`config.mk`:
```
export PLATFORM = sky130hd
export DESIGN_NAME = output_select_hibernate_ctrl
export DESIGN_NICKNAME = d
export VERILOG_FILES = /design/src/output_select_hibernate_ctrl.v /design/src/vector_magnitude.v
export VERILOG_INCLUDE_DIRS = /design/src
export SDC_FILE = /design/constraint.sdc
export NUM_CORES = 1
export LEC_CHECK = 0
export BUFFER_PORTS_ARGS = -buffer_cell sky130_fd_sc_hd__buf_2
export CAP_MARGIN = 20
export CORE_ASPECT_RATIO = 1.1
export CORE_MARGIN = 2
export CORE_UTILIZATION = 53
export DETAILED_ROUTE_END_ITERATION = 8
export PLACE_DENSITY_LB_ADDON = 0.12
export SETUP_SLACK_MARGIN = 0.1
export SLEW_MARGIN = 0
export SYNTH_ARGS = -nofsm -noshare
export SYNTH_HDL_FRONTEND = slang
export SYNTH_SLANG_ARGS = --single-unit
```
`constraint.sdc`:
```
create_clock -name I_MCLK -period 12.2 [get_ports I_MCLK]
set_input_delay 1.83 -clock I_MCLK [delete_from_list [all_inputs] [get_ports I_MCLK]]
set_output_delay 1.83 -clock I_MCLK [all_outputs]
set_load 0.02 [all_outputs]
```
`src/output_select_hibernate_ctrl_consts.vh`:
```
// constants for the output select and hibernate control block
// assumes inclusion by bare name from design files of this block
`ifndef OUTPUT_SELECT_HIBERNATE_CTRL_CONSTS_VH
`define OUTPUT_SELECT_HIBERNATE_CTRL_CONSTS_VH
`define OSS_REG_ADDR 8'h19
`define OSS_RESET_VAL 8'h00
`define OSS_BIT_MAG_EN 4
`define OSS_BIT_X_SKIP 3
`define OSS_BIT_Y_SKIP 2
`define OSS_BIT_Z_SKIP 1
`define OSS_BIT_HIBERNATE 0
`define OSS_WMASK 8'h1f
// output register addresses walked by a burst read
`define OUT_X_LSB 8'h04
`define OUT_X_MSB 8'h05
`define OUT_Y_LSB 8'h06
`define OUT_Y_MSB 8'h07
`define OUT_Z_LSB 8'h08
`define OUT_Z_MSB 8'h09
`define OUT_MAG_LSB 8'h0a
`define OUT_MAG_MSB 8'h0b
`define OUT_AFTER_LAST 8'h0c
`endif

```
`src/output_select_hibernate_ctrl.v`:
```
// output select and hibernate control register with burst pointer
// assumes a host interface that hands in decoded byte writes and reads
// assumes asynchronous pins and a sample tick on this clock
// Behaviour
// - magnitude disabled: no compute, bytes skipped
// - magnitude enabled: compute each sample, included
// - magnitude feeds change detection in mode 1
// - axis skip bit excludes axis from burst
// - grounded boot pin: hibernate bit one enters hibernate, clears registers
// - grounded boot pin: wake on chip-select toggle
// - boot pin high: motion pin high wakes active
// - boot pin high: motion pin low hibernates
`timescale 1ns/10ps
`default_nettype none
`include "output_select_hibernate_ctrl_consts.vh"
module output_select_hibernate_ctrl #(
    parameter W = 12
) (
    input wire I_MCLK,
    input wire I_SRST,
    input wire [7:0] I_WR_ADDR,
    input wire [7:0] I_WR_DATA,
    input wire I_WR_EN,
    input wire [7:0] I_RD_ADDR,
    output reg [7:0] O_RD_DATA,
    input wire [7:0] I_BURST_ADDR,
    output reg [7:0] O_BURST_NEXT,
    input wire I_ODR_TICK,
    input wire [W-1:0] I_X,
    input wire [W-1:0] I_Y,
    input wire [W-1:0] I_Z,
    input wire I_CD_MODE_MAG,
    output wire [W-1:0] O_CD_MAG,
    output wire O_CD_MAG_VALID,
    output reg [W-1:0] O_MAG,
    output wire O_MAG_VALID,
    input wire I_BOOT_CONFIG_PIN,
    input wire I_MOTION_DETECT_PIN,
    input wire I_CS_WAKE_PIN,
    output reg O_HIBERNATE,
    output reg O_MOTION_ACTIVE,
    output reg O_REG_CLEAR
);
    // three-stage synchronisers for the pins
    reg [2:0] boot_s_r;
    reg [2:0] mot_s_r;
    reg [2:0] cs_s_r;
    reg boot_r; // filtered boot pin level
    reg mot_r; // filtered motion pin level
    reg cs_r; // filtered chip-select level
    reg [7:0] cfg_r; // the configuration register
    reg cs_at_sleep_r; // chip-select level caught at hibernate entry by command
    // next register value, from a host write
    reg [7:0] cfg_nxt;
    // magnitude engine hookup
    wire mag_en = cfg_r[`OSS_BIT_MAG_EN];
    wire mag_done;
    wire [W-1:0] mag_val;

    // pins pass three flops; change taken when stages two and three agree
    always @(posedge I_MCLK) begin
        if (I_SRST) begin
            boot_s_r <= 3'h0;
            mot_s_r <= 3'h0;
            // chip-select idles high, so its stages start high
            cs_s_r <= 3'h7;
            boot_r <= 1'b0;
            mot_r <= 1'b0;
            cs_r <= 1'b1;
        end else begin
            // shift the pins in on every edge
            boot_s_r <= {boot_s_r[1:0], I_BOOT_CONFIG_PIN};
            mot_s_r <= {mot_s_r[1:0], I_MOTION_DETECT_PIN};
            cs_s_r <= {cs_s_r[1:0], I_CS_WAKE_PIN};
            // stage two and three agree: accept the level
            if (boot_s_r[1] == boot_s_r[2]) begin
                boot_r <= boot_s_r[2];
            end
            if (mot_s_r[1] == mot_s_r[2]) begin
                mot_r <= mot_s_r[2];
            end
            if (cs_s_r[1] == cs_s_r[2]) begin
                cs_r <= cs_s_r[2];
            end
        end
    end

    // next value of the configuration register
    always @* begin
        cfg_nxt = cfg_r;
        if (I_WR_EN && (I_WR_ADDR == `OSS_REG_ADDR)) begin
            // unused upper bits always read back zero
            cfg_nxt = I_WR_DATA & `OSS_WMASK;
        end
    end

    // register, hibernate state and volatile clear
    always @(posedge I_MCLK) begin
        if (I_SRST) begin
            cfg_r <= `OSS_RESET_VAL;
            O_HIBERNATE <= 1'b0;
            O_MOTION_ACTIVE <= 1'b0;
            O_REG_CLEAR <= 1'b0;
            cs_at_sleep_r <= 1'b1;
        end else begin
            // clear pulse lasts one cycle unless set again below
            O_REG_CLEAR <= 1'b0;
            if (boot_r) begin
                // motion pin level drives hibernate directly
                if (!mot_r) begin
                    O_HIBERNATE <= 1'b1;
                    O_MOTION_ACTIVE <= 1'b0;
                    O_REG_CLEAR <= !O_HIBERNATE;
                    cfg_r <= `OSS_RESET_VAL;
                end else begin
                    // motion high: straight to active, settings kept
                    O_HIBERNATE <= 1'b0;
                    O_MOTION_ACTIVE <= 1'b1;
                    cfg_r <= cfg_nxt;
                end
            end else if (O_HIBERNATE) begin
                // shut down; only a chip-select toggle wakes
                O_MOTION_ACTIVE <= 1'b0;
                if (cs_r != cs_at_sleep_r) begin
                    O_HIBERNATE <= 1'b0;
                end
            end else if (cfg_nxt[`OSS_BIT_HIBERNATE]) begin
                // hibernate command: lose contents, remember cs level
                O_HIBERNATE <= 1'b1;
                O_REG_CLEAR <= 1'b1;
                cfg_r <= `OSS_RESET_VAL;
                // waking later needs the opposite level of this one
                cs_at_sleep_r <= cs_r;
                O_MOTION_ACTIVE <= 1'b0;
            end else begin
                // awake: host writes land
                O_MOTION_ACTIVE <= 1'b0;
                cfg_r <= cfg_nxt;
            end
        end
    end

    // magnitude computed only while enabled and awake
    // gating the start keeps the engine idle while off or asleep
    vector_magnitude #(
        .W(W)
    ) u_mag (
        .I_MCLK(I_MCLK),
        .I_SRST(I_SRST),
        .i_start(I_ODR_TICK && mag_en && !O_HIBERNATE),
        .i_x(I_X),
        .i_y(I_Y),
        .i_z(I_Z),
        .o_mag(mag_val),
        .o_done(mag_done)
    );

    // magnitude output: the engine's result flop drives the port, so
    // the value is new in the very cycle that the valid pulse stands;
    // a second hold flop would leave the pulse one cycle ahead
    always @* begin
        O_MAG = mag_val;
    end
    // valid pulse follows the engine's done flop
    assign O_MAG_VALID = mag_done;
    // change detection sees magnitude when its mode selects it
    assign O_CD_MAG = I_CD_MODE_MAG ? O_MAG : {W{1'b0}};
    assign O_CD_MAG_VALID = I_CD_MODE_MAG & mag_done;

    // true when an output register address is in the burst range
    function incl;
        input [7:0] a;
        input [7:0] c;
        begin
            if (a == `OUT_X_LSB || a == `OUT_X_MSB) begin
                incl = !c[`OSS_BIT_X_SKIP];
            end else if (a == `OUT_Y_LSB || a == `OUT_Y_MSB) begin
                incl = !c[`OSS_BIT_Y_SKIP];
            end else if (a == `OUT_Z_LSB || a == `OUT_Z_MSB) begin
                incl = !c[`OSS_BIT_Z_SKIP];
            end else if (a == `OUT_MAG_LSB || a == `OUT_MAG_MSB) begin
                incl = c[`OSS_BIT_MAG_EN];
            end else begin
                // bytes outside the output block always count
                incl = 1'b1;
            end
        end
    endfunction

    // next burst address: step, then hop over excluded bytes
    // eight hops cover the longest run of skipped bytes
    // and a hop never passes the address after the last output
    reg [7:0] step;
    integer k;
    always @* begin
        step = I_BURST_ADDR + 8'h01;
        for (k = 0; k < 8; k = k + 1) begin
            if (!incl(step, cfg_r)) begin
                step = step + 8'h01;
            end
        end
    end

    // registered read data and burst pointer
    always @(posedge I_MCLK) begin
        if (I_SRST) begin
            O_RD_DATA <= 8'h00;
            O_BURST_NEXT <= 8'h00;
        end else begin
            // pointer offered every cycle; host takes it as it steps
            O_BURST_NEXT <= step;
            // only this register answers; other addresses read zero
            if (I_RD_ADDR == `OSS_REG_ADDR) begin
                O_RD_DATA <= cfg_r;
            end else begin
                O_RD_DATA <= 8'h00;
            end
        end
    end
endmodule // output_select_hibernate_ctrl
`default_nettype wire

```
`src/vector_magnitude.v`:
```
// vector magnitude engine: |v| approximated as max + 3/8 of the rest
// assumes signed 12-bit axis samples and a one-cycle start pulse
`timescale 1ns/10ps
`default_nettype none
module vector_magnitude #(
    parameter W = 12
) (
    input wire I_MCLK,
    input wire I_SRST,
    input wire i_start,
    input wire [W-1:0] i_x,
    input wire [W-1:0] i_y,
    input wire [W-1:0] i_z,
    output reg [W-1:0] o_mag,
    output reg o_done
);
    // absolute value of a signed sample
    function [W-1:0] absval;
        input [W-1:0] v;
        begin
            absval = v[W-1] ? (~v + {{(W-1){1'b0}}, 1'b1}) : v;
        end
    endfunction
    wire [W-1:0] ax = absval(i_x);
    wire [W-1:0] ay = absval(i_y);
    wire [W-1:0] az = absval(i_z);
    wire [W-1:0] mxy = (ax > ay) ? ax : ay;
    wire [W-1:0] mx = (mxy > az) ? mxy : az;
    // sum of all three minus the max, widened against overflow
    wire [W+1:0] sum = {2'b00, ax} + {2'b00, ay} + {2'b00, az};
    wire [W+1:0] rest = sum - {2'b00, mx};
    // three times the rest, then an exact cut of the low three bits
    wire [W+3:0] trip = {1'b0, rest, 1'b0} + {2'b00, rest};
    wire [W+2:0] part = {2'b00, trip[W+3:3]};
    wire [W+2:0] tot = {3'b000, mx} + part;
    // register result, saturate at full scale
    always @(posedge I_MCLK) begin
        if (I_SRST) begin
            o_mag <= {W{1'b0}};
            o_done <= 1'b0;
        end else begin
            o_done <= i_start;
            if (i_start) begin
                o_mag <= (|tot[W+2:W]) ? {W{1'b1}} : tot[W-1:0];
            end
        end
    end
endmodule // vector_magnitude
`default_nettype wire

```
Yosys cells after proc, flatten, opt, wreduce, memory -nomap -nowiden
Cells that the tools add are included.
{"block": "totals", "ff_bits": 53, "input_bits": 76, "out_inout_bits": 45, "word_cells": 216}
{"block": "classes", "add_sub_neg": 17, "magnitude_cmp": 2, "eq_ne": 71, "muxes": 61, "n_bitwise": 7, "reduce_logical": 43}
{"op": "8-bit by 3-bit equality test with 1-bit output, second input constant", "count": 32}
{"op": "8-bit by 4-bit equality test with 1-bit output, second input constant", "count": 32}
{"op": "8-bit two-way mux", "count": 13}
{"op": "12-bit two-way mux", "count": 7}
{"op": "8-bit by 1-bit adder with 8-bit output, second input constant", "count": 9}
{"op": "1-bit two-way mux", "count": 41}
{"op": "12-bit by 1-bit adder with 12-bit output, second input constant", "count": 3}
{"op": "12-bit NOT", "count": 3}
{"op": "1-bit logical OR", "count": 32}
{"op": "12-bit greater-than comparator", "count": 2}
{"op": "15-bit by 14-bit adder with 16-bit output", "count": 1}
{"op": "8-bit by 5-bit equality test with 1-bit output, second input constant", "count": 2}
{"op": "12-bit by 13-bit adder with 14-bit output", "count": 1}
{"op": "14-bit by 12-bit adder with 14-bit output", "count": 1}
{"op": "14-bit by 12-bit subtractor with 14-bit output", "count": 1}
{"op": "12-bit by 12-bit adder with 13-bit output", "count": 1}
{"op": "1-bit zero test", "count": 4}
{"op": "2-bit OR reduction", "count": 2}
{"op": "1-bit equality test", "count": 3}
{"op": "1-bit logical AND", "count": 3}
{"op": "1-bit NOT", "count": 3}
{"op": "3-bit AND reduction", "count": 1}
{"op": "3-bit OR reduction", "count": 1}
{"op": "2-bit by 1-bit != test with 1-bit output, second input constant", "count": 1}
{"op": "2 further kinds", "count": 2}

Logic depth before layout (Yosys ltp)
Gate-level depths: netlist of run 1.
{"block": "depth", "ltp_word": 57, "mapped_depth": 59, "ltp_nobuf": 56}

Cells and area by module
A second synthesis of run 1 with hierarchy kept.
{"block": "unflattened", "hier_cells": 882, "area_unflattened_um2": 7146.9}
{"mod": "vector_magnitude", "instances": 1, "cells_each": 556, "area_each_um2": 4415.5, "seq_area_each_um2": 260.2}
{"mod": "output_select_hibernate_ctrl", "instances": 1, "cells_each": 326, "area_each_um2": 2731.4, "seq_area_each_um2": 800.8}

Worst setup path after synthesis of run 1
No wires, ideal clock.
{"block": "synth_timing", "kind": "input-to-reg", "start": "in I_X[0]", "end": "reg u_mag.o_mag[10]", "arrival_time_ps": 11613, "t_required_ps": 12063, "path_slack_ps": 449, "path_stages": 47, "path_cell_list": "inv_1 nand2_1 or4_1 or2_2 o41ai_1 xor2_1 inv_1 ha_1 nor4b_1 nand3_1 nand2_1 buf_1 mux2i_1 ha_1 a21o_1 a21o_1 a21oi_1 nor2_1 [... 11 more ...] o21a_1 o21a_1 o21a_1 o21a_1 o21a_1 o21a_1 o21a_1 o21a_1 o21a_1 o21a_1 nor2_1 ha_1 a21oi_1 nor2b_1 mux2i_1 nor3b_1 clkbuf_1 a211oi_1"}
{"block": "synth_between", "elab_chain_cells": 12}
{"element": "start, declared", "line_no": "output_select_hibernate_ctrl.v:29", "text": "input wire [W-1:0] I_X,"}
{"element": "12-bit NOT", "line_no": "vector_magnitude.v:21", "text": "absval = v[W-1] ? (~v + {{(W-1){1'b0}}, 1'b1}) : v;"}
{"element": "12-bit by 1-bit adder with 12-bit output", "line_no": "vector_magnitude.v:21"}
{"element": "12-bit two-way mux *", "line_no": "vector_magnitude.v:21"}
{"element": "12-bit greater-than comparator", "line_no": "vector_magnitude.v:27", "text": "wire [W-1:0] mxy = (ax > ay) ? ax : ay;"}
{"element": "12-bit two-way mux", "line_no": "vector_magnitude.v:27"}
{"element": "12-bit greater-than comparator", "line_no": "vector_magnitude.v:28", "text": "wire [W-1:0] mx = (mxy > az) ? mxy : az;"}
{"element": "12-bit two-way mux", "line_no": "vector_magnitude.v:28"}
{"element": "14-bit by 12-bit subtractor with 14-bit output", "line_no": "vector_magnitude.v:31", "text": "wire [W+1:0] rest = sum - {2'b00, mx};"}
{"element": "15-bit by 14-bit adder with 16-bit output", "line_no": "vector_magnitude.v:33", "text": "wire [W+3:0] trip = {1'b0, rest, 1'b0} + {2'b00, rest};"}
{"element": "12-bit by 13-bit adder with 14-bit output *", "line_no": "vector_magnitude.v:35", "text": "wire [W+2:0] tot = {3'b000, mx} + part;"}
{"element": "3-bit OR reduction", "line_no": "vector_magnitude.v:44", "text": "o_mag <= (|tot[W+2:W]) ? {W{1'b1}} : tot[W-1:0];"}
{"element": "12-bit two-way mux *", "line_no": "vector_magnitude.v:44"}
{"element": "end signal, assigned", "line_no": "vector_magnitude.v:39", "text": "o_mag <= {W{1'b0}};"}
{"element": "end signal, assigned", "line_no": "vector_magnitude.v:44"}
{"element": "end, declared", "line_no": "vector_magnitude.v:14", "text": "output reg [W-1:0] o_mag,"}
Every way passes the cells marked *; elsewhere a longest branch is shown, timed or not.
A chain may end at the register's enable or synchronous reset.

Worst setup path in the final report of run 1
{"block": "layout_timing", "start": "in I_X[0]", "end": "reg u_mag.o_mag[8]"}
Same word-level chain as after synthesis.

==> results of run 1 <==
-- what timing repair did --
item | CTS | global route
endpoints found under the hold margin | 0 | 0
setup buffers | 0 | 2
resized for setup | 0 | 24
hold buffers | 0 | 0
endpoints found under the setup margin | 0 | 12
-- cell type report --
class / instances / area [um2] / share of cell area (%)
Clock buffer: 5 / 125 / 1.61
Clock inverter: 3 / 25.0 / 0.322
Inverter: 90 / 338 / 4.35
Multi-Input combinational cell: 698 / 5300 / 68.2
Sequential cell: 53 / 1060 / 13.7
Tap cell: 157 / 196 / 2.53
Timing Repair Buffer: 135 / 721 / 9.28
-- flip-flops by register name, indices dropped and copies added (netlist names) --
name and cells:
cfg_r 8, O_BURST_NEXT 8, O_HIBERNATE 1, u_mag.o_done 1, mot_s_r 3, u_mag.o_mag 12
O_REG_CLEAR 1, mot_r 1, boot_s_r 3, cs_at_sleep_r 1, O_MOTION_ACTIVE 1, O_RD_DATA 8
cs_r 1, cs_s_r 3, boot_r 1
-- placed cells by master, fill, tap and decap left out, drive strengths merged, types with 20 or more instances in the layout --
cell / netlist / routed
xor2: 35 / 35
nor3: 24 / 24
inv: 90 / 91
buf: 10 / 135
a21oi: 51 / 51
and2: 27 / 27
ha: 84 / 84
nand2: 54 / 54
o21bai: 20 / 20
nor2: 72 / 72
dfxtp: 53 / 53
o21ai: 44 / 44
mux2i: 27 / 27
xnor2: 39 / 39
-- cell usage after synthesis, types with 8 or more instances --
cell type / number / area share, %
o21ai_0: 42 / 3.1
a21o_1: 11 / 1.2
nand2_1: 54 / 3.0
inv_1: 90 / 5.0
or3_1: 10 / 0.93
a211oi_1: 16 / 1.8
dfxtp_1: 53 / 16
clkbuf_1: 19 / 1.1
mux2i_1: 27 / 4.0
and2_1: 27 / 2.5
nor2_1: 72 / 4.0
xnor2_1: 39 / 5.1
a21oi_1: 50 / 3.7
o31ai_1: 13 / 1.4
nor3_1: 23 / 1.7
o21bai_1: 20 / 2.2
ha_1: 84 / 16
xor2_1: 35 / 4.6
nand3_1: 18 / 1.3
nand2b_1: 8 / 0.74
nor2b_1: 18 / 1.7
o21a_1: 14 / 1.6
fa_1: 14 / 4.2
-- layer usage --
metal | up-vias | GRT usage [%]
li1 | 3274 | -
met1 | 2877 | 26.5
met2 | 132 | 40.4
met3 | 14 | 2.32
met4 | 0 | 5.09
met5 | - | 0
-- worst max-delay path by stage --
| stage | startpoint | to | cells after the start |
|---|---|---|---|
| global route | I_X[0] | u_mag.o_mag[7]$_SDFFE_PP0P_ | 51 |
| CTS | I_X[0] | u_mag.o_mag[0]$_SDFFE_PP0P_ | 51 |
| floorplan | I_X[0] | u_mag.o_mag[10]$_SDFFE_PP0P_ | 47 |
| global placement | I_X[0] | u_mag.o_mag[7]$_SDFFE_PP0P_ | 50 |
| detailed placement | I_X[0] | u_mag.o_mag[8]$_SDFFE_PP0P_ | 51 |
| finish | I_X[0] | u_mag.o_mag[8]$_SDFFE_PP0P_ | 50 |
-- critical path: cells and delay by family --
| family | cells | cell delay [ns] |
|---|---|---|
| AO/OA/AOI/OAI | 21 | 3.96 |
| buffers and inverters | 7 | 0.86 |
| AND/OR/NAND/NOR | 11 | 1.89 |
| multiplexers | 3 | 0.75 |
| XOR/XNOR | 2 | 0.40 |
| adder cells (fa/ha/maj) | 6 | 1.93 |
-- through the flow --
step / std cells / util, %
6_report: 1141 / 62.2
5_1_grt: 1141 / 62.2
4_1_cts: 1138 / 61.3
3_5_place_dp: 1130 / 60.1
3_3_place_gp: 1130 / 60.1
2_1_floorplan: 870 / -
-- cells by family (layout without fill, tap and decap cells) --
logic type      after synthesis  count (layout)  share of synthesized area (%)
compound gates              218             218                           21.9
xor+xnor                     74              74                           9.62
fa+ha+maj                    98              98                           19.8
flops                        53              53                           15.8
buf+inv                     119             233                           6.99
simple gates                275             275                           21.0
mux                          33              33                           5.02
==> out/qor.yml, run 1 <==
status: "finished clean"
antenna_found_initial: 0
worst_slack_ns: 0.682
fin_hold_ws_ns: 0.439
clock.fmax_ghz: 0.0868
clk_latency_ns: 0.29
rows: 43
grt_pass1_wl_mm: 25.0
n_antenna_cell: 0
grt.total_usage_pct: 21.5
portBuffers: 117
hold_path.class: "reg -> reg"
drt_wl_total_mm: 15.2
ys_warn_count: 0
synth.avg_cell_area_um2: 7.74
synth-edff-count: 0
maxSlewViolCount: 0
num_io_pins: 121
dieArea_um2: 13600
core_area_um2: 12500
critPathMaxFanout: 6
first_pass_iters: 5
cpMaxStageDelayCell: "fa_1"
tightest_slew_ns: 0.922
cts_tree: "built"
synthesis.nets: 1044
r2r_setup_slack_ns: 6.51
cp-start-kind: "input pin"
skew_ns: 0.00841
whs_path_depth: 1
h-tree-depth: 2
num_vias: 6297
synth-seq-area-share_pct: 15.8
met3WireLength_um: 568
ys_seq_elements: 53
dr.max_layer_used: "met4"
end_kind: "flip-flop"
fin_area_um2: 7760
tns_ns: 0
ant_nets: 0
numCtsBuffers: 5
maxSlewHeadroom_pct: 38.0
wl_met2_mm: 7.69
areaGrowthSynthToFinish_pct: 15.3
ys_types: 72
fin_crit_ns: 11.52
n_fill_cell: 1188
crit_type: "in -> reg"
r2r-end: "O_BURST_NEXT[1]$_SDFF_PP0_"
finalCritPeriodShare_pct: 94.4
whs_endpoint: "cs_s_r[1]$_SDFF_PP1_"
initial_utilization_pct: 53.9
fin_nets: 1157
wl_met1_mm: 6.74
crit_arrival_ns: 11.66
layout-drive-gt1-share_pct: 18.7
dp_slack_ns: 0.0483
cts_sinks: 53
crit_top_cell: "o21a_1"
grt_pass1_vias: 5772
drc: 0
cts_buffer_depth: 2
drv_cap: 0
die_width_um: 111
hpwl_mm: 12.3
hold_violations: 0
clock-root-buffer: "clkbuf_16"
wl_per_cell_um: 13.3
rsz0062_at_grt: "no"
r2r.worst_path.cells: 16
netlist_instances: 870
min_from: "cs_s_r[0]$_SDFF_PP1_"
ys_async_sr_fraction_pct: 0
finalWeightedCongestion: 0.908
drt_first_iter_violations: 267
ys.flop_type: "dfxtp_1"
r2r_start: "cfg_r[4]$_SDFFE_PP0P_"
critical-path-max-stage-delay_ns: 0.51
setup_viol: 0
grt_max_degree: 43
grt-ovfl-total: 0
required_ns: 12.34
viasPerCell: 5.52
path_clk_slew_ns: 0.07
post_dp_cell_area_um2: 7500
die-height_um: 122
syn_area_um2: 6730
Power of run 1 is left out: the tool's default activity adds up to more than one toggle a clock period on the data nets, which glitch-free logic cannot reach.
==> inputs of run 2 (changes only) <==
Settings changed: RECOVER_POWER from default to 25.
==> run 2 against run 1 <==
Compared with the run above:
- critical path depth did not move
- non-clock buffer count unchanged
- clock skew about the same
- hold slack hardly changed
- core utilization is 0.10 points lower
- final cell count did not move
- critical path type unchanged
- largest cell class unchanged
- highest routed layer unchanged
==> out/qor.yml, run 2 (synthesized netlist as in run 1, its figures left out) <==
status: "finished clean"
r2r_setup_slack_ns: 6.50
maxSlewHeadroom_pct: 38.0
critical-path-max-stage-delay_ns: 0.51
cp.depth: 50
fin_nets: 1157
grt_max_degree: 43
crit_top_cell: "o21a_1"
clock-root-buffer: "clkbuf_16"
skew_ns: 0.00847
postCtsHoldBufs: 0
r2r.worst_path.cells: 16
wl_per_cell_um: 13.3
num_io_pins: 121
final_cell_mix: "buf_2 (107), inv_1 (89), ha_1 (83)"
n_fill_cell: 1197
cp-start-kind: "input pin"
worstSetupStartpoint: "I_X[0]"
fin_crit_ns: 11.52
drt_wl_total_mm: 15.2
numCtsBuffers: 5
crit_type: "in -> reg"
first_pass_iters: 4
required_ns: 12.34
dieArea_um2: 13600
cp-endpoint: "u_mag.o_mag[8]$_SDFFE_PP0P_"
core_area_um2: 12500
r2r_start: "cfg_r[4]$_SDFFE_PP0P_"
drv_cap: 0
viasPerCell: 5.51
antenna_found_initial: 0
seqCellArea_um2: 1060
hold_path.class: "reg -> reg"
critical-path-top-delay-family: "compound AO/OA/AOI/OAI gates"
grt_pass1_wl_mm: 25.0
critPathBufInv: 7
end_kind: "flip-flop"
layout-drive-gt1-share_pct: 17.7
cts_tree: "built"
initial_utilization_pct: 53.9
grt-ovfl-total: 0
h-tree-depth: 2
drc: 0
grt_pass1_vias: 5772
hpwl_mm: 12.3
multi_input_area_um2: 5300
cts_sinks: 53
finalCritPeriodShare_pct: 94.4
grt.total_usage_pct: 21.5
setup_viol: 0
clk_latency_ns: 0.29
tns_ns: 0
path_clk_slew_ns: 0.07
largest_reg_flops: 12
die_width_um: 111
r2r-end: "O_BURST_NEXT[1]$_SDFF_PP0_"
cts_buffer_depth: 2
num_vias: 6287
n_antenna_cell: 0
fin_area_um2: 7750
layout_commonest_cell: "buf_2"
drt_first_iter_violations: 267
finalWeightedCongestion: 0.908
post_dp_cell_area_um2: 7500
die-height_um: 122
critPathMaxFanout: 6
rsz0062_at_grt: "no"
areaGrowthSynthToFinish_pct: 15.1
crit_arrival_ns: 11.65
hold_violations: 0
portBuffers: 117
tightest_slew_ns: 0.922
maxSlewViolCount: 0
clock.fmax_ghz: 0.0868
rows: 43
cpMaxStageDelayCell: "fa_1"
ant_nets: 0
regMostFlops: "u_mag.o_mag"
run 2: cell types whose count changed in the layout (fill, tap and decap cells not counted), sizes merged:
cell	before	now
clkbuf	5	15
buf	135	125
run 2: area by class of cell:
class | instances | area share, %
Clock buffer | 5 | 1.61
Clock inverter | 3 | 0.323
Inverter | 90 | 4.36
Multi-Input combinational cell | 698 | 68.3
Sequential cell | 53 | 13.7
Tap cell | 157 | 2.53
Timing Repair Buffer | 135 | 9.14
run 2: worst register-to-register path, stage by stage (launching register included):
cell	delay [ns]
dfxtp_1	0.71
o21ba_2	0.26
o311ai_1	0.48
o21a_1	0.25
nor3_2	0.10
a21oi_1	0.70
nand2_1	0.19
a311oi_2	0.49
and3_1	0.37
nor2_1	0.11
or3_1	0.41
a21oi_2	0.30
mux2_1	0.37
a22oi_2	0.24
o31ai_4	0.12
mux2i_1	0.17
o31a_1	0.34
run 2: worst min path at each step:
stage	startpoint	to	slack [ns]	depth (start not counted)
after global routing	cs_s_r[0]$_SDFF_PP1_	cs_s_r[1]$_SDFF_PP1_	0.44	1
after CTS	cs_s_r[0]$_SDFF_PP1_	cs_s_r[1]$_SDFF_PP1_	0.44	1
after global placement	cs_s_r[0]$_SDFF_PP1_	cs_s_r[1]$_SDFF_PP1_	0.39	1
final	cs_s_r[0]$_SDFF_PP1_	cs_s_r[1]$_SDFF_PP1_	0.44	1
after detailed placement	cs_s_r[0]$_SDFF_PP1_	cs_s_r[1]$_SDFF_PP1_	0.42	1
after floorplan	cs_s_r[0]$_SDFF_PP1_	cs_s_r[1]$_SDFF_PP1_	0.39	1
run 2: per-stage QoR:
step / utilization, % / worst slack (ns) / std cells / hold slack, ns
5_1_grt: 62.1 / 0.0357 / 1141 / 0.437
3_3_place_gp: 60.1 / 0.160 / 1130 / 0.392
4_1_cts: 61.3 / 0.238 / 1138 / 0.439
2_1_floorplan: - / 0.449 / 870 / 0.389
3_5_place_dp: 60.1 / 0.0483 / 1130 / 0.423
6_report: 62.1 / 0.683 / 1141 / 0.439
run 2: timing repair:
action | in CTS | in global routing
endpoints found under the hold margin | 0 | 0
buffers inserted | 0 | 2
endpoints found under the setup margin | 0 | 12
gates resized for setup | 0 | 24
run 2: metal layers:
layer	routed length (um)	vias up	share of wire [%]	track usage, %
li1	-	3277	-	-
met1	6690	2859	44	26.5
met2	7630	133	50	40.4
met3	631	18	4.2	2.32
met4	230	0	1.5	5.09
met5	0	-	0	0
Power of run 2 is left out for the same reason.
==> inputs of run 3 (changes only) <==
Settings changed: ABC_AREA from default to 1.
==> run 3 against run 2 <==
Compared with the run above:
- setup slack better by 0.45 ns
- critical path depth is 10 higher
- global-route usage hardly changed
- sequential share of layout area is 0.22 points lower
- synthesized cell count is 20% higher
- fmax is 4.0% higher
- die area is 2.3% higher
- clock skew is 0.0051 ns lower
- core utilization is 0.21 points higher
- hold slack worse by 0.036 ns
- non-clock buffer count is 7 lower
- count of clock-buffer cells in the layout stayed put
==> out/qor.yml, run 3 <==
clock.fmax_ghz: 0.0903
synth-seq-area-share_pct: 15.4
path_clk_slew_ns: 0.07
crit_top_cell: "inv_1"
cts_tree: "built"
die_width_um: 113
yosys-top-cells-area: "dfxtp_1 (15%), ha_1 (15%), inv_1 (12%)"
die-height_um: 124
synth_common_cells: "inv_1 (226), nand2_1 (193), ha_1 (84), nor2_1 (68), dfxtp_1 (53)"
largest_reg_flops: 12
wl_per_cell_um: 11.1
critPathMaxFanout: 12
cpMaxStageDelayCell: "fa_1"
n_antenna_cell: 0
fin_crit_ns: 11.07
ys_warn_count: 0
drc: 0
synth.avg_cell_area_um2: 6.59
grt.total_usage_pct: 21.5
postCtsHoldBufs: 0
grt_pass1_vias: 5999
h-tree-depth: 2
setup_viol: 0
critical-path-max-stage-delay_ns: 0.53
drt_first_iter_violations: 245
layout-drive-gt1-share_pct: 17.1
drt_wl_total_mm: 14.7
finalCritPeriodShare_pct: 90.7
synth_top_area_share_pct: 15.4
grt-ovfl-total: 0
hold_violations: 0
ys_seq_elements: 53
crit_type: "in -> reg"
grt_pass1_wl_mm: 25.3
n_fill_cell: 1297
antenna_found_initial: 0
synth-edff-count: 0
dieArea_um2: 13900
maxSlewViolCount: 0
status: "finished clean"
clk_latency_ns: 0.29
layout_commonest_cell: "inv_1"
clock-root-buffer: "clkbuf_16"
regMostFlops: "u_mag.o_mag"
numCtsBuffers: 5
drv_cap: 0
ant_nets: 0
first_pass_iters: 5
finalWeightedCongestion: 0.895
end_kind: "flip-flop"
ys.flop_type: "dfxtp_1"
rows: 43
whs_path_depth: 2
netlist_instances: 1045
final_cell_mix: "inv_1 (225), nand2_1 (193), buf_2 (110)"
tightest_slew_ns: 1.01
num_vias: 6620
fin_nets: 1339
rsz0062_at_grt: "no"
hold_path.class: "reg -> reg"
r2r.worst_path.cells: 47
syn_area_um2: 6890
grt_max_degree: 24
cts_buffer_depth: 2
cts_sinks: 53
cp-start-kind: "input pin"
ys_async_sr_fraction_pct: 0
required_ns: 12.38
num_io_pins: 121
yosysTopAreaCell: "dfxtp_1"
synth.most_common_cell: "inv_1"
maxSlewHeadroom_pct: 32.7
areaGrowthSynthToFinish_pct: 14.3
crit_arrival_ns: 11.25
viasPerCell: 5.00
ys_types: 51
tns_ns: 0
hpwl_mm: 12.7
synthesis.nets: 1219
core_area_um2: 12600
skew_ns: 0.00333
initial_utilization_pct: 54.5
portBuffers: 117
==> run 3: cell types whose count changed in the layout (fill, tap and decap cells not counted), sizes merged, moves of 13 or more <==
cell	change
and2	-26
nand2	+164
nand3	+37
nand4	+13
o221ai	+13
mux2i	-27
xnor2	-13
nor2b	-18
inv	+144
==> run 3: worst paths after layout <==
kind / startpoint / endpoint / slack, ns
max: I_X[0] / u_mag.o_mag[3]$_SDFFE_PP0P_ / 1.13
min: boot_s_r[0]$_SDFF_PP0_ / boot_s_r[1]$_SDFF_PP0_ / 0.40
max reg2reg: cfg_r[4]$_SDFFE_PP0P_ / O_BURST_NEXT[0]$_SDFF_PP0_ / 7.15
min reg2reg: boot_s_r[0]$_SDFF_PP0_ / boot_s_r[1]$_SDFF_PP0_ / 0.40
==> run 3: layer usage <==
metal | GRT usage, % | share of wire, %
met5 | 0 | 0
met4 | 4.95 | 1.7
met3 | 2.34 | 3.8
met2 | 40.6 | 50
met1 | 26.2 | 44
==> run 3: area by class of cell <==
| type | instances | area (um2) | area share, % |
|---|---|---|---|
| clock buffers | 5 | 125 | 1.59 |
| clock inverters | 3 | 22.5 | 0.286 |
| inverters | 240 | 906 | 11.5 |
| multi-input cells | 737 | 4890 | 62.1 |
| flip-flops and latches | 53 | 1060 | 13.5 |
| well taps | 157 | 196 | 2.49 |
| repair buffers | 128 | 672 | 8.53 |
==> run 3: cell families (layout without fill, tap and decap cells) <==
logic type               count (synthesis)  after routing  synth area share [%]
AND/OR/NAND/NOR                        407            407                  27.9
buffers and inverters                  255            376                  14.0
AO/OA/AOI/OAI                          163            163                  14.6
adder cells (fa/ha/maj)                 98             98                  19.3
XOR/XNOR                                69             69                  8.77
flip-flops                              53             53                  15.4
==> run 3: timing repair <==
action	4_1_cts	5_1_grt
buffers inserted	0	3
resized for setup	0	11
endpoints found under the setup margin	0	12
==> run 3: metrics by stage <==
stage          std cells  worst slack, ns  util [%]  instance area, um2  hold slack [ns]
2_1_floorplan       1045             1.48         -                6890            0.388
3_3_place_gp        1312            0.566      60.7                7670            0.389
3_5_place_dp        1312            0.477      60.7                7670            0.393
4_1_cts             1320            0.734      61.8                7820            0.402
5_1_grt             1323            0.120      62.3                7880            0.430
6_report            1323             1.13      62.3                7880            0.403
==> run 3: critical path: cells and delay by family <==
kind / cells / cell delay [ns]
adder cells (fa/ha/maj): 7 / 2.33
buffers and inverters: 16 / 1.61
XOR/XNOR: 3 / 0.68
AND/OR/NAND/NOR: 16 / 1.64
AO/OA/AOI/OAI: 18 / 3.12
Power of run 3 is left out for the same reason.
